`config.mk`:
```
export PLATFORM = sky130hd
export DESIGN_NAME = arx_receiver
export DESIGN_NICKNAME = d
export VERILOG_FILES = /design/src/core/arx_pkg.sv /design/src/core/arx_receiver.sv
export SDC_FILE = /design/constraint.sdc
export NUM_CORES = 1
export LEC_CHECK = 0
export ABC_AREA = 1
export BUFFER_PORTS_ARGS = -buffer_cell sky130_fd_sc_hd__buf_2
export CORE_UTILIZATION = 55
export CTS_CLUSTER_DIAMETER = 80
export DETAILED_ROUTE_END_ITERATION = 16
export PLACE_DENSITY = 0.86
export SETUP_SLACK_MARGIN = 0.05
export SLEW_MARGIN = 0
export SYNTH_ARGS = -nofsm -noshare
export SYNTH_HDL_FRONTEND = slang
export SYNTH_SLANG_ARGS = --single-unit
```
`constraint.sdc`:
```
create_clock -name aclk -period 3.1 [get_ports aclk]
set_input_delay 0.465 -clock aclk [delete_from_list [all_inputs] [get_ports aclk]]
set_output_delay 0.465 -clock aclk [all_outputs]
set_load 0.1 [all_outputs]
```
`src/core/arx_pkg.sv`:
```
// arx_pkg: constants and carrier types for the serial word receiver
// assumes a single aclk domain; pins are synchronised inside the receiver
package arx_pkg;
  // ****************************************
  // word and gap timing
  // ****************************************
  localparam int WORD_BITS = 32;
  localparam int HALF_BITS = 16;
  localparam int GAP_TICKS = 16;
  localparam int CNT_W = 6;
  // ****************************************
  // synchronised pin indices
  // ****************************************
  localparam int PIN_POS = 0;
  localparam int PIN_NEG = 1;
  localparam int PIN_BYP1 = 2;
  localparam int PIN_BYP0 = 3;
  localparam int PIN_GCLK = 4;
  localparam int PIN_RD = 5;
  localparam int PIN_PSEL = 6;
  localparam int NUM_PINS = 7;
  // ****************************************
  // register map and fields
  // ****************************************
  localparam int ADDR_W = 4;
  localparam logic [3:0] REG_STATUS = 4'h0;
  localparam logic [3:0] REG_MASK = 4'h4;
  localparam logic [3:0] REG_WORD = 4'h8;
  localparam logic [3:0] REG_FLAGS = 4'hC;
  localparam int IRQ_BITS = 2;
  localparam int ST_WORD = 0;
  localparam int ST_ERR = 1;
  localparam logic [1:0] IRQ_RESET = 2'h0;
  localparam logic [1:0] RESP_OKAY = 2'h0;
  localparam logic [1:0] RESP_DECERR = 2'h3;
  typedef struct packed {
    logic one;
    logic zero;
  } arx_line_t;
  typedef struct packed {
    logic armed;
    logic half;
    logic error;
    logic ready;
  } arx_flags_t;
  typedef enum logic [1:0] {
    ARX_INIT = 2'b01,
    ARX_RUN = 2'b10
  } arx_state_t;
endpackage

```
`src/core/arx_receiver.sv`:
```
// arx_receiver: serial return-to-zero word receiver with 16-bit tri-state read port
// assumes aclk far faster than line bits and gap clock; all pins but reset and axi4-lite are asynchronous
//
// Function
// - each recovered bit shifts into a 32-bit input register and checked words move in parallel to a buffer.
// - the host reads the buffer as two halves while the next word keeps shifting in.
// - the word-available flag rises on a new buffered word and falls when the first half read ends.
// - the output bus is driven only while the read strobe is low and is released otherwise.
// - with parity select high bit 32 carries an odd-parity error bit, else it passes unchanged.
// - the error output rises on a bit count other than 32 or on a parity error with checking on.
// - a low reset puts all internal state except the pin synchronisers into its initial value.
// - a word ends when no one or zero arrives for 16 to 17 gap-clock periods.
// - when either bypass input is high the bypass pair replaces the line pair.
// - a line-state latch is set by a one or zero and cleared by a null, giving the bit timing.
// - the first read returns bits 1 to 16 on lines 0 to 15 and the second bits 17 to 32.
// - every completed word overwrites the buffer and returns the half selector to the first half.
// - the error output clears on the next valid word loaded or on reset.
// - after reset nothing is accepted until the first word gap has passed.
//
// The register offsets and the AXI4-Lite slave port were left to the implementer.
`timescale 1ns/1ps
module arx_receiver #(
  parameter int WORD_BITS = arx_pkg::WORD_BITS,
  parameter int GAP_TICKS = arx_pkg::GAP_TICKS
) (
  // clock and reset
  input wire logic aclk,
  input wire logic aresetn,
  // line and bypass pins
  input wire logic line_in_pos,
  input wire logic line_in_neg,
  input wire logic bypass_in_one,
  input wire logic bypass_in_zero,
  input wire logic word_gap_timebase,
  input wire logic parity_check_select,
  // parallel read port
  input wire logic read_n,
  output logic [arx_pkg::HALF_BITS-1:0] parallel_out_bus,
  output logic parallel_out_oe,
  output logic data_ready,
  output logic error_flag,
  // interrupt
  output logic irq,
  // axi4-lite write
  input wire logic [arx_pkg::ADDR_W-1:0] s_axi_awaddr,
  input wire logic s_axi_awvalid,
  output logic s_axi_awready,
  input wire logic [31:0] s_axi_wdata,
  input wire logic [3:0] s_axi_wstrb,
  input wire logic s_axi_wvalid,
  output logic s_axi_wready,
  output logic [1:0] s_axi_bresp,
  output logic s_axi_bvalid,
  input wire logic s_axi_bready,
  // axi4-lite read
  input wire logic [arx_pkg::ADDR_W-1:0] s_axi_araddr,
  input wire logic s_axi_arvalid,
  output logic s_axi_arready,
  output logic [31:0] s_axi_rdata,
  output logic [1:0] s_axi_rresp,
  output logic s_axi_rvalid,
  input wire logic s_axi_rready
);
  localparam int GAP_EDGES = GAP_TICKS + 1;
  localparam logic [arx_pkg::CNT_W-1:0] GAP_LAST = arx_pkg::CNT_W'(GAP_EDGES - 1);
  localparam logic [arx_pkg::CNT_W-1:0] FULL_CNT = arx_pkg::CNT_W'(WORD_BITS);
  localparam logic [arx_pkg::CNT_W-1:0] OVER_CNT = arx_pkg::CNT_W'(WORD_BITS + 1);

  // the half-word port and the saturating gap counter fix these limits
  if (WORD_BITS != 2 * arx_pkg::HALF_BITS || GAP_TICKS < 2 || GAP_EDGES >= (1 << arx_pkg::CNT_W)) begin
    $error("arx_receiver: unsupported parameters");
  end

  // ****************************************
  // pin synchronisers
  // ****************************************
  logic [arx_pkg::NUM_PINS-1:0] pin_raw;
  logic [arx_pkg::NUM_PINS-1:0] sync1_r;
  logic [arx_pkg::NUM_PINS-1:0] pin_s;
  assign pin_raw = {parity_check_select, read_n, word_gap_timebase, bypass_in_zero, bypass_in_one,
                    line_in_neg, line_in_pos};
  genvar gi;
  generate
    for (gi = 0; gi < arx_pkg::NUM_PINS; gi++) begin : g_sync
      always_ff @(posedge aclk) begin
        sync1_r[gi] <= pin_raw[gi];
        pin_s[gi] <= sync1_r[gi];
      end
    end
  endgenerate

  // ****************************************
  // line decode and latch
  // ****************************************
  arx_pkg::arx_line_t line;
  logic bypass;
  logic valid;
  logic latch_r;
  logic bit_stb;
  logic gclk_d_r;
  logic gclk_rise;
  logic rd_d_r;
  logic rd_done;
  always_comb begin
    bypass = pin_s[arx_pkg::PIN_BYP1] | pin_s[arx_pkg::PIN_BYP0];
    if (bypass) begin
      line.one = pin_s[arx_pkg::PIN_BYP1] & ~pin_s[arx_pkg::PIN_BYP0];
      line.zero = pin_s[arx_pkg::PIN_BYP0] & ~pin_s[arx_pkg::PIN_BYP1];
    end else begin
      line.one = pin_s[arx_pkg::PIN_POS] & ~pin_s[arx_pkg::PIN_NEG];
      line.zero = pin_s[arx_pkg::PIN_NEG] & ~pin_s[arx_pkg::PIN_POS];
    end
  end
  assign valid = line.one | line.zero;
  assign bit_stb = valid & ~latch_r;
  assign gclk_rise = pin_s[arx_pkg::PIN_GCLK] & ~gclk_d_r;
  assign rd_done = pin_s[arx_pkg::PIN_RD] & ~rd_d_r;

  always_ff @(posedge aclk) begin
    if (!aresetn) begin
      latch_r <= 1'b0;
      gclk_d_r <= 1'b0;
      rd_d_r <= 1'b1;
    end else begin
      latch_r <= valid;
      gclk_d_r <= pin_s[arx_pkg::PIN_GCLK];
      rd_d_r <= pin_s[arx_pkg::PIN_RD];
    end
  end

  // ****************************************
  // gap timer
  // ****************************************
  // an extra edge is counted because the first edge after the null can come at once
  logic [arx_pkg::CNT_W-1:0] gap_cnt_r;
  logic gap_evt;
  assign gap_evt = gclk_rise & ~valid & (gap_cnt_r == GAP_LAST);
  always_ff @(posedge aclk) begin
    if (!aresetn) begin
      gap_cnt_r <= '0;
    end else if (valid) begin
      gap_cnt_r <= '0;
    end else if (gclk_rise && gap_cnt_r <= GAP_LAST) begin
      gap_cnt_r <= gap_cnt_r + 1'b1;
    end
  end

  // ****************************************
  // input register and word check
  // ****************************************
  arx_pkg::arx_state_t state_r;
  logic [WORD_BITS-1:0] shift_r;
  logic [arx_pkg::CNT_W-1:0] bit_cnt_r;
  logic len_ok;
  logic par_err;
  logic load;
  logic len_err;
  assign len_ok = bit_cnt_r == FULL_CNT;
  assign par_err = ~(^shift_r);
  assign load = (state_r == arx_pkg::ARX_RUN) & gap_evt & len_ok;
  assign len_err = (state_r == arx_pkg::ARX_RUN) & gap_evt & ~len_ok & (bit_cnt_r != '0);

  always_ff @(posedge aclk) begin
    if (!aresetn) begin
      state_r <= arx_pkg::ARX_INIT;
    end else begin
      unique case (state_r)
        arx_pkg::ARX_INIT: begin
          if (gap_evt) begin
            state_r <= arx_pkg::ARX_RUN;
          end
        end
        arx_pkg::ARX_RUN: begin
          state_r <= arx_pkg::ARX_RUN;
        end
      endcase
    end
  end

  // first bit lands in bit 0 once 32 have been shifted
  always_ff @(posedge aclk) begin
    if (!aresetn) begin
      shift_r <= '0;
      bit_cnt_r <= '0;
    end else if (bit_stb) begin
      shift_r <= {line.one, shift_r[WORD_BITS-1:1]};
      if (bit_cnt_r != OVER_CNT) begin
        bit_cnt_r <= bit_cnt_r + 1'b1;
      end
    end else if (gap_evt) begin
      bit_cnt_r <= '0;
    end
  end

  // ****************************************
  // receive buffer, flags and read port
  // ****************************************
  logic [WORD_BITS-1:0] buf_r;
  arx_pkg::arx_flags_t flags;
  logic half_r;
  always_ff @(posedge aclk) begin
    if (!aresetn) begin
      buf_r <= '0;
    end else if (load) begin
      buf_r <= {pin_s[arx_pkg::PIN_PSEL] ? par_err : shift_r[WORD_BITS-1], shift_r[WORD_BITS-2:0]};
    end
  end

  // a load in the same cycle as a read end wins: the new word is not lost
  always_ff @(posedge aclk) begin
    if (!aresetn) begin
      data_ready <= 1'b0;
      half_r <= 1'b0;
    end else if (load) begin
      data_ready <= 1'b1;
      half_r <= 1'b0;
    end else if (rd_done) begin
      if (!half_r) begin
        data_ready <= 1'b0;
      end
      half_r <= ~half_r;
    end
  end

  always_ff @(posedge aclk) begin
    if (!aresetn) begin
      error_flag <= 1'b0;
    end else if (load) begin
      error_flag <= pin_s[arx_pkg::PIN_PSEL] & par_err;
    end else if (len_err) begin
      error_flag <= 1'b1;
    end
  end

  always_ff @(posedge aclk) begin
    if (!aresetn) begin
      parallel_out_oe <= 1'b0;
      parallel_out_bus <= '0;
    end else begin
      parallel_out_oe <= ~pin_s[arx_pkg::PIN_RD];
      parallel_out_bus <= half_r ? buf_r[WORD_BITS-1:arx_pkg::HALF_BITS] : buf_r[arx_pkg::HALF_BITS-1:0];
    end
  end

  assign flags = '{armed: state_r == arx_pkg::ARX_RUN, half: half_r, error: error_flag, ready: data_ready};

  // ****************************************
  // interrupt status and mask
  // ****************************************
  logic [arx_pkg::IRQ_BITS-1:0] sts_r;
  logic [arx_pkg::IRQ_BITS-1:0] mask_r;
  logic [arx_pkg::IRQ_BITS-1:0] sts_set;
  logic [arx_pkg::IRQ_BITS-1:0] sts_clr;
  logic wr_go;
  logic [arx_pkg::ADDR_W-1:0] aw_addr_r;
  logic [31:0] w_data_r;
  logic [3:0] w_strb_r;
  logic aw_held_r;
  logic w_held_r;
  assign wr_go = aw_held_r & w_held_r & ~s_axi_bvalid;
  always_comb begin
    sts_set = '0;
    sts_set[arx_pkg::ST_WORD] = load;
    sts_set[arx_pkg::ST_ERR] = len_err | (load & pin_s[arx_pkg::PIN_PSEL] & par_err);
    sts_clr = '0;
    if (wr_go && aw_addr_r == arx_pkg::REG_STATUS && w_strb_r[0]) begin
      sts_clr = w_data_r[arx_pkg::IRQ_BITS-1:0];
    end
  end
  always_ff @(posedge aclk) begin
    if (!aresetn) begin
      sts_r <= arx_pkg::IRQ_RESET;
      mask_r <= arx_pkg::IRQ_RESET;
      irq <= 1'b0;
    end else begin
      sts_r <= (sts_r & ~sts_clr) | sts_set;
      if (wr_go && aw_addr_r == arx_pkg::REG_MASK && w_strb_r[0]) begin
        mask_r <= w_data_r[arx_pkg::IRQ_BITS-1:0];
      end
      irq <= |(sts_r & mask_r);
    end
  end

  // ****************************************
  // axi4-lite slave
  // ****************************************
  logic wr_map;
  assign wr_map = aw_addr_r == arx_pkg::REG_STATUS || aw_addr_r == arx_pkg::REG_MASK;
  always_ff @(posedge aclk) begin
    if (!aresetn) begin
      aw_held_r <= 1'b0;
      w_held_r <= 1'b0;
      aw_addr_r <= '0;
      w_data_r <= '0;
      w_strb_r <= '0;
      s_axi_awready <= 1'b1;
      s_axi_wready <= 1'b1;
      s_axi_bvalid <= 1'b0;
      s_axi_bresp <= arx_pkg::RESP_OKAY;
    end else begin
      if (s_axi_awvalid && s_axi_awready) begin
        aw_addr_r <= s_axi_awaddr;
        aw_held_r <= 1'b1;
        s_axi_awready <= 1'b0;
      end
      if (s_axi_wvalid && s_axi_wready) begin
        w_data_r <= s_axi_wdata;
        w_strb_r <= s_axi_wstrb;
        w_held_r <= 1'b1;
        s_axi_wready <= 1'b0;
      end
      if (wr_go) begin
        s_axi_bvalid <= 1'b1;
        s_axi_bresp <= wr_map ? arx_pkg::RESP_OKAY : arx_pkg::RESP_DECERR;
        aw_held_r <= 1'b0;
        w_held_r <= 1'b0;
      end
      if (s_axi_bvalid && s_axi_bready) begin
        s_axi_bvalid <= 1'b0;
        s_axi_awready <= 1'b1;
        s_axi_wready <= 1'b1;
      end
    end
  end

  always_ff @(posedge aclk) begin
    if (!aresetn) begin
      s_axi_arready <= 1'b1;
      s_axi_rvalid <= 1'b0;
      s_axi_rdata <= '0;
      s_axi_rresp <= arx_pkg::RESP_OKAY;
    end else if (s_axi_arvalid && s_axi_arready) begin
      s_axi_arready <= 1'b0;
      s_axi_rvalid <= 1'b1;
      s_axi_rresp <= arx_pkg::RESP_OKAY;
      unique case (s_axi_araddr)
        arx_pkg::REG_STATUS: s_axi_rdata <= 32'(sts_r);
        arx_pkg::REG_MASK: s_axi_rdata <= 32'(mask_r);
        arx_pkg::REG_WORD: s_axi_rdata <= 32'(buf_r);
        arx_pkg::REG_FLAGS: s_axi_rdata <= 32'(flags);
        default: begin
          s_axi_rdata <= '0;
          s_axi_rresp <= arx_pkg::RESP_DECERR;
        end
      endcase
    end else if (s_axi_rvalid && s_axi_rready) begin
      s_axi_rvalid <= 1'b0;
      s_axi_arready <= 1'b1;
    end
  end
endmodule

```
==> results.cfg, run 1 <==
[synthesis]
synth-seq-area-share_pct = 49.4
yosysUniqueCellTypes = 36
yosysMostFrequentCell = nand2_1
netlist_top_cells_count = nand2_1, dfxtp_1, a21oi_1
synth.avg_cell_area_um2 = 7.45
postSynth.topFlopCell = dfxtp_1
synth_edf_count = 0
synth_nets = 976
yosysTopAreaCell = dfxtp_1
synth_area_leaders = dfxtp_1, nand2_1, a21oi_1
synthArstFlopShare_pct = 0
synth_top_area_share_pct = 49.4
synth_cells = 913
ys_ff_latch = 168
syn_area_mm2 = 0.00681
yosys_warnings = 0

[die]
start_util_pct = 56.7
ios = 119
die_w_um = 113
die_h_um = 113
rows = 40
core_area_mm2 = 0.0120
dieArea_mm2 = 0.0128

[global_route]
grt_max_degree = 110
grt_pass1_vias = 5460
grt_pass1_wl_um = 24600
antenna_found_initial = 0
gr-usage-all-layers_pct = 24.0
gr-total-overflow = 0

[clock_tree]
cts_inserted_buffers = 17
clock-sinks = 168
post-cts-setup-buffers = 0
cts_resized = 0
clockBufferDepth = 2
path_clk_slew_ns = 0.06
htreeDepth = 4
clock_latency_ns = 0.42
hold_buffers = 0
cts-root-buf = clkbuf_16
cts_tree = done

[timing]
rsz0062_at_grt = false
tns_ns = 0
setup_viol = 0
relSlewSlack_pct = 61.5
fin_crit_sh_pct = 76.2
worst_pin_slew_ns = 0.578
setup_ws_ns = 0.737
finalHoldViolations = 0
layout_min_cycle_time_ns = 2.36
hold_ws_ns = 0.141
slew_violations = 0
finalClockSkew_ns = 0.00583
clock.fmax_mhz = 423

[min_path]
hold_start = line_in_pos
min_path_type = input port to register

[setup_path]
crit_path_max_fanout = 25
reg2reg_from = gap_cnt_r[0]$_SDFFE_PP0P_
r2r_slack_ns = 0.74
startpoint_type = register
crit_type = register to register
end_kind = register
worstPathRequired_ns = 3.39
setup.worst_path.start = gap_cnt_r[0]$_SDFFE_PP0P_
arrival_ns = 2.66

[drt]
first_pass_iters = 5
wl_per_cell_um = 13.0
drt-met1-wl_um = 6760
top_layer = met4
drc_errors = 0
antenna_left = 0
drt_iter0_drc = 382
vias = 6029
dr_wl_met3_um = 689
via_per_inst = 5.30
route.met2.wl_um = 7010
wl_um = 14700

[pwr]
p_per_area_mw_per_mm2 = 687
p_leak_nw = 3.54
ir_worst_vdd_mv = 0.391

[cells_and_area]
synthToLayoutAreaGrowth_pct = 15.6
diodes = 0
nFillCells = 933
num-nets-final = 1040
layout-drive-gt1-share_pct = 14.4

[placement]
place_ws_ns = 0.832
gp_congestion = 0.819
portBuffers = 85
post-dp-hpwl_um = 9690

[job]
cap_violations = 0

[status]
status = completed
-- path summary, 6_finish.rpt --
| kind | end | cells after the start |
|---|---|---|
| max | buf_r[7]$_SDFFE_PN0N_ | 10 |
| min | sync1_r[0]$_DFF_P_ | 1 |
| max reg2reg | buf_r[7]$_SDFFE_PN0N_ | 10 |
| min reg2reg | pin_s[1]$_DFF_P_ | 0 |
-- sequential cells by signal, indices dropped and copies added, names as in the netlist, 4 cells and up --
signal,count
buf_r,32
s_axi_rdata,32
shift_r,32
parallel_out_bus,16
pin_s,7
sync1_r,7
bit_cnt_r,6
gap_cnt_r,6
aw_addr_r,4
-- final cells by class --
cell class                      instances  area [um^2]  share of cell area, %
Sequential cell                       168         3360                   42.8
Multi-Input combinational cell        595         2840                   36.1
Timing Repair Buffer                   91          483                   6.14
Clock buffer                           20          437                   5.55
Inverter                              104          392                   4.98
Tap cell                              147          184                   2.34
Clock inverter                         12          166                   2.12
-- layout by cell type (no fill, tap or decap), drive strengths merged --
| master | netlist | routed |
|---|---|---|
| a21o | 1 | 1 |
| a21oi | 136 | 136 |
| and3 | 2 | 2 |
| buf | 20 | 91 |
| bufinv | 0 | 3 |
| clkbuf | 26 | 20 |
| clkinv | 2 | 3 |
| clkinvlp | 0 | 4 |
| dfxtp | 168 | 168 |
| ha | 5 | 5 |
| inv | 102 | 106 |
| nand2 | 237 | 237 |
| nand3 | 17 | 17 |
| nand3b | 2 | 2 |
| nand4 | 8 | 8 |
| nor2 | 33 | 33 |
| nor3 | 9 | 9 |
| o2111ai | 2 | 2 |
| o21a | 2 | 2 |
| o21ai | 128 | 128 |
| or2 | 1 | 1 |
| or3 | 1 | 1 |
| xnor2 | 4 | 4 |
| xor2 | 7 | 7 |
-- layer usage --
layer  vias up  global-route usage [%]
li1       3081                       -
met1      2751                    30.4
met2       175                    40.0
met3        22                    5.09
met4         0                    9.30
met5         -                       0
-- where the power goes --
| part | switching (mW) | internal [mW] |
|---|---|---|
| clock network | 0.866 | 1.28 |
| registers | 0.0852 | 2.27 |
| logic | 0.688 | 0.210 |
-- through the flow --
stage                     cells  util (%)  power, mW  cell area [um^2]
final                      1137      65.5       5.40              7870
after global routing       1137      65.5       5.61              7870
after CTS                  1137      65.5       5.41              7870
after detailed placement   1105      60.5       3.28              7260
after global placement     1105      60.5       3.26              7260
after floorplan             913         -       3.13              6810
-- worst max-delay path, stage by stage, from the launching register on --
cell and delay [ns]:
dfxtp_1 0.38, inv_1 0.08, ha_1 0.23, nand3_2 0.11, nor2_2 0.05, nand4_4 0.12
nor3_4 0.05, nand2_2 0.32, clkinv_2 0.45, o21ai_0 0.34, a21oi_1 0.08
-- cells by family after synthesis --
logic type      synth area share (%)
flops                           49.4
compound gates                  20.4
simple gates                    18.9
fa+ha+maj                      0.919
buf+inv                         8.92
xor+xnor                        1.42
(Power assumes the default switching activity.)
==> run 2: changes to the inputs <==
--- a/config.mk
+++ b/config.mk
@@ -7,10 +7,10 @@
 export LEC_CHECK = 0
 export ABC_AREA = 1
 export BUFFER_PORTS_ARGS = -buffer_cell sky130_fd_sc_hd__buf_2
-export CORE_UTILIZATION = 55
+export CORE_UTILIZATION = 50
 export CTS_CLUSTER_DIAMETER = 80
 export DETAILED_ROUTE_END_ITERATION = 16
-export PLACE_DENSITY = 0.86
+export PLACE_DENSITY = 0.82
 export SETUP_SLACK_MARGIN = 0.05
 export SLEW_MARGIN = 0
 export SYNTH_ARGS = -nofsm -noshare
==> constraint.sdc (replaced) <==
create_clock -name aclk -period 1.9 [get_ports aclk]
set_input_delay 0.285 -clock aclk [delete_from_list [all_inputs] [get_ports aclk]]
set_output_delay 0.285 -clock aclk [all_outputs]
set_load 0.1 [all_outputs]
==> run 2 against run 1 <==
The run now ends with setup timing left. Clock-buffer cell count shrank 2. Non-clock buffer count up 20. Global-route usage is 2.4 points lower. Clock skew grew 0.0011 ns. Hold slack got worse by 0.025 ns. Flip-flop and latch count did not move. Critical endpoint is now buf_r[28]$_SDFFE_PN0N_. Sequential share of layout area shrank 2.0 points. Critical path depth decreased by 1. Total power grew 61%. Largest cell class unchanged. Final cell count rose by 4.4%. Maximum frequency rose by 22%.
==> results.cfg, run 2 (synthesis results as in run 1) <==
[status]
status = finished, violations left
violations = setup timing

[setup_path]
r2r_slack_ns = -0.03
setup.worst_path.start = pin_s[0]$_DFF_P_
cp_cell_sequence = inv_1, nor2_1, o21ai_2, nand4_4, nor3_4, nand2_4, clkbuf_16, o21ai_0, a21oi_1
end_kind = register
critPathTopFamily = simple AND/OR/NAND/NOR gates
reg2reg_from = pin_s[0]$_DFF_P_
rr_worst_depth = 9
startpoint_type = register
crit_cells = 9
critPathBufInv = 2
crit_path_top_delay_cell = dfxtp_1
crit_path_end = buf_r[28]$_SDFFE_PN0N_
regToRegEndpoint = buf_r[28]$_SDFFE_PN0N_
slowest_delay_ns = 0.31
worstPathRequired_ns = 2.20
crit_path_max_fanout = 7
crit_type = register to register
arrival_ns = 2.23

[die]
die_w_um = 119
start_util_pct = 51.4
dieArea_mm2 = 0.0141
die_h_um = 119
ios = 119
rows = 42
core_area_mm2 = 0.0132

[timing]
finalHoldViolations = 0
finalClockSkew_ns = 0.00695
fin_crit_sh_pct = 102
clock.fmax_mhz = 518
rsz0062_at_grt = true
layout_min_cycle_time_ns = 1.93
setup_ws_ns = -0.0289
worst_pin_slew_ns = 0.539
setup_viol = 1
slew_violations = 0
relSlewSlack_pct = 64.0

[cells_and_area]
layout-drive-gt1-share_pct = 18.3
synthToLayoutAreaGrowth_pct = 21.6
diodes = 0
final_util_pct = 62.5
layout_commonest_cell = nand2_1
mostFrequentLayoutCells = nand2_1, dfxtp_1, a21oi_1, o21ai_0, inv_1
fin_area_mm2 = 0.00828
nFillCells = 1068
num-nets-final = 1061
top_regs = buf_r (32), s_axi_rdata (32), shift_r (32)

[clock_tree]
path_clk_slew_ns = 0.07
clock-sinks = 168
clockBufferDepth = 2
clock_latency_ns = 0.42
cts_tree = done
cts-root-buf = clkbuf_16
htreeDepth = 4
cts_inserted_buffers = 17

[drt]
antenna_left = 0
wl_per_cell_um = 13.7
vias = 6226
first_pass_iters = 5
via_per_inst = 5.25
drc_errors = 0
drt_iter0_drc = 512
wl_um = 16300

[min_path]
min_path_type = input port to register
whs_path_depth = 3

[pwr]
pwr-share-seq_pct = 44.3
p_switching_mw = 2.76
internal_power_mw = 5.96
combPwrFrac_pct = 17.6
ir_worst_vdd_mv = 0.827
p_clk_share_pct = 38.2
total_power_mw = 8.72
p_leak_nw = 3.72
p_sw_share_pct = 31.7
p_per_area_mw_per_mm2 = 1050

[placement]
post-dp-hpwl_um = 10000
portBuffers = 85
gp_congestion = 0.825
place_area_mm2 = 0.00738

[global_route]
gr-usage-all-layers_pct = 21.6
grt_pass1_wl_um = 24600
gr-total-overflow = 0
grt_max_degree = 68
grt_pass1_vias = 5396
antenna_found_initial = 0

[job]
cap_violations = 0
-- run 2: power by group through the flow --
stage               clock network [mW]  logic (mW)  registers, mW
finish                            3.33        1.53           3.86
CTS                               3.36        1.49           3.84
detailed placement                   0        1.46           3.92
global placement                     0        1.43           3.91
global route                      3.54        1.68           3.88
floorplan                            0       0.748           4.36
-- run 2: final cells by class --
class	instances	area [um^2]	area share (%)
Sequential cell	168	3380	40.8
Multi-Input combinational cell	595	2910	35.2
Timing Repair Buffer	111	769	9.30
Clock buffer	18	439	5.31
Inverter	104	403	4.87
Tap cell	176	220	2.66
Clock inverter	14	140	1.69
Timing Repair inverter	1	16.3	0.197
-- run 2: metal layers --
metal  track usage (%)  vias to the layer above  routed length [um]  share of wire (%)
met1              26.9                     2844                6910                 42
met2              36.1                      202                7990                 49
li1                  -                     3128                   -                  -
met5                 0                        -                   0                  0
met3              3.62                       52                 778                4.8
met4              10.6                        0                 595                3.7
-- run 2: how the worst min path moves through the flow --
stage / start / endpoint / slack, ns
2_1_floorplan: sync1_r[0]$_DFF_P_ / pin_s[0]$_DFF_P_ / 0.31
3_3_place_gp: sync1_r[3]$_DFF_P_ / pin_s[3]$_DFF_P_ / 0.31
3_5_place_dp: sync1_r[2]$_DFF_P_ / pin_s[2]$_DFF_P_ / 0.31
4_1_cts: s_axi_bready / s_axi_awready$_SDFFE_PP1P_ / 0.11
5_1_grt: s_axi_awaddr[1] / aw_addr_r[1]$_SDFFE_PN0P_ / 0.13
6_report: s_axi_bready / s_axi_awready$_SDFFE_PP1P_ / 0.12
-- run 2: metrics by stage --
step	hold WS, ns	setup TNS [ns]	std cells	setup WS [ns]
2_1_floorplan	0.310	0	913	0.178
4_1_cts	0.110	0	1177	0.0831
3_3_place_gp	0.312	0	1138	0.0775
5_1_grt	0.131	-0.604	1187	-0.169
3_5_place_dp	0.312	0	1138	0.0279
6_report	0.115	-0.0289	1187	-0.0289
-- run 2: timing repair --
action / CTS / global route
setup endpoints to repair: 7 / 34
pin swaps: 0 / 5
hold buffers: 7 / 0
hold endpoints to repair: 7 / 0
buffers inserted: 0 / 5
gates resized for setup: 2 / 48
cloned: 0 / 5
-- run 2: worst register-to-register path: stages, from the launching register on --
cell and delay [ns]:
dfxtp_1 0.31, inv_1 0.10, nor2_1 0.08, o21ai_2 0.21, nand4_4 0.16, nor3_4 0.27
nand2_4 0.19, clkbuf_16 0.22, o21ai_0 0.20, a21oi_1 0.07
==> run 3: changes to the inputs <==
--- a/config.mk
+++ b/config.mk
@@ -10,6 +10,7 @@
 export CORE_UTILIZATION = 50
 export CTS_CLUSTER_DIAMETER = 80
 export DETAILED_ROUTE_END_ITERATION = 16
+export MAX_ROUTING_LAYER = met4
 export PLACE_DENSITY = 0.82
 export SETUP_SLACK_MARGIN = 0.05
 export SLEW_MARGIN = 0
==> run 3 against run 2 <==
Die area stayed put. Combinational power barely moved. The flow still finishes with violations (setup timing). Via count up 0.21%. Sequential share of layout area hardly changed. Global-route usage rose by 0.65 points. Clock-buffer cell count unchanged. Flip-flop and latch count stayed put. Register-to-register slack gained 0.02 ns. Worst setup slack improved by 0.018 ns. Critical path depth is the same. Final cell count is the same.
==> results.cfg, run 3 (synthesis results as in run 1) <==
[min_path]
min_path_type = input port to register

[cells_and_area]
synthToLayoutAreaGrowth_pct = 21.5
top_regs = buf_r (32), s_axi_rdata (32), shift_r (32)
layout-drive-gt1-share_pct = 18.2
num-nets-final = 1061
nFillCells = 1069
layout_commonest_cell = nand2_1
mostFrequentLayoutCells = nand2_1, dfxtp_1, a21oi_1, o21ai_0, inv_1
final_util_pct = 62.5
fin_area_mm2 = 0.00827
diodes = 0

[global_route]
antenna_found_initial = 0
grt_max_degree = 68
gr-usage-all-layers_pct = 22.2
grt_pass1_wl_um = 24600
gr-total-overflow = 0
grt_pass1_vias = 5393

[clock_tree]
clockBufferDepth = 2
clock_latency_ns = 0.42
htreeDepth = 4
path_clk_slew_ns = 0.07
clock-sinks = 168
cts_inserted_buffers = 17
cts_tree = done
cts-root-buf = clkbuf_16

[timing]
finalClockSkew_ns = 0.00811
setup_viol = 1
worst_pin_slew_ns = 0.547
rsz0062_at_grt = true
setup_ws_ns = -0.0111
tns_ns = -0.0111
relSlewSlack_pct = 63.5
layout_min_cycle_time_ns = 1.91
finalHoldViolations = 0
clock.fmax_mhz = 523
slew_violations = 0
fin_crit_sh_pct = 101

[drt]
antenna_left = 0
vias = 6239
via_per_inst = 5.26
drc_errors = 0
wl_per_cell_um = 13.8
first_pass_iters = 5
wl_um = 16300
drt_iter0_drc = 554

[status]
violations = setup timing
status = finished, violations left

[setup_path]
regToRegEndpoint = buf_r[28]$_SDFFE_PN0N_
crit_path_end = buf_r[28]$_SDFFE_PN0N_
setup.worst_path.start = pin_s[0]$_DFF_P_
worstPathRequired_ns = 2.20
end_kind = register
cp_cell_sequence = inv_1, nor2_1, o21ai_2, nand4_4, nor3_4, nand2_4, clkbuf_16, o21ai_0, a21oi_1
reg2reg_from = pin_s[0]$_DFF_P_
r2r_slack_ns = -0.01
startpoint_type = register
rr_worst_depth = 9
arrival_ns = 2.22
crit_path_max_fanout = 7
slowest_delay_ns = 0.31
crit_path_top_delay_cell = dfxtp_1
crit_type = register to register

[pwr]
p_leak_nw = 3.72
p_per_area_mw_per_mm2 = 1050
ir_worst_vdd_mv = 0.825
p_clk_share_pct = 38.2
total_power_mw = 8.72
combPwrFrac_pct = 17.5
p_sw_share_pct = 31.7
internal_power_mw = 5.96
p_switching_mw = 2.76
pwr-share-seq_pct = 44.2

[placement]
gp_congestion = 0.838
place_ws_ns = 0.0279
post-dp-hpwl_um = 10000
portBuffers = 85
place_area_mm2 = 0.00738

[die]
ios = 119
die_h_um = 119
die_w_um = 119
dieArea_mm2 = 0.0141
rows = 42
core_area_mm2 = 0.0132
start_util_pct = 51.4

[job]
cap_violations = 0
==> run 3: power groups by stage <==
stage / sequential [mW] / clock, mW / combinational (mW)
after global placement: 3.91 / 0 / 1.43
after global routing: 3.88 / 3.54 / 1.68
after CTS: 3.84 / 3.36 / 1.49
after floorplan: 4.36 / 0 / 0.748
final: 3.86 / 3.33 / 1.53
after detailed placement: 3.92 / 0 / 1.46
==> run 3: cell type report <==
type                       instances  area, um^2  share of cell area, %
inverter                         104         403                   4.87
multi-input combinational        595        2910                   35.1
clock buffer                      18         439                   5.31
clock inverter                    14         140                   1.69
tap                              176         220                   2.66
timing repair buffer             111         769                   9.30
timing repair inverter             1        16.3                  0.197
sequential                       168        3380                   40.8
==> run 3: how the worst min path moves through the flow <==
stage,startpoint,slack (ns),cells after the start,to
after floorplan,sync1_r[0]$_DFF_P_,0.31,0,pin_s[0]$_DFF_P_
after global routing,s_axi_awaddr[1],0.13,3,aw_addr_r[1]$_SDFFE_PN0P_
final,s_axi_bready,0.12,3,s_axi_awready$_SDFFE_PP1P_
after global placement,sync1_r[3]$_DFF_P_,0.31,0,pin_s[3]$_DFF_P_
after detailed placement,sync1_r[2]$_DFF_P_,0.31,0,pin_s[2]$_DFF_P_
after CTS,s_axi_bready,0.11,3,s_axi_awready$_SDFFE_PP1P_
==> run 3: metal layers <==
metal / share of wire [%] / global-route usage (%)
met1: 42 / 27.0
met2: 49 / 36.0
met5: 0 / -
met4: 3.4 / 10.6
met3: 5.7 / 3.57
==> run 3: worst max-delay path, delay by kind of cell, from the launching register on <==
kind | cells | cell delay, ns
buffers and inverters | 2 | 0.32
AND/OR/NAND/NOR | 4 | 0.69
flip-flops | 1 | 0.31
AO/OA/AOI/OAI | 3 | 0.47
==> run 3: what timing repair did <==
item / 4_1_cts / 5_1_grt
hold endpoints to repair: 7 / 0
hold buffers: 7 / 0
cloned: 0 / 5
endpoints found under the setup margin: 7 / 34
buffers inserted: 0 / 5
pin swaps: 0 / 5
gates resized for setup: 2 / 45
==> run 3: per-stage QoR <==
step | hold slack, ns | std cells
3_5_place_dp | 0.312 | 1138
5_1_grt | 0.131 | 1187
6_report | 0.116 | 1187
4_1_cts | 0.110 | 1177
3_3_place_gp | 0.312 | 1138
2_1_floorplan | 0.310 | 913
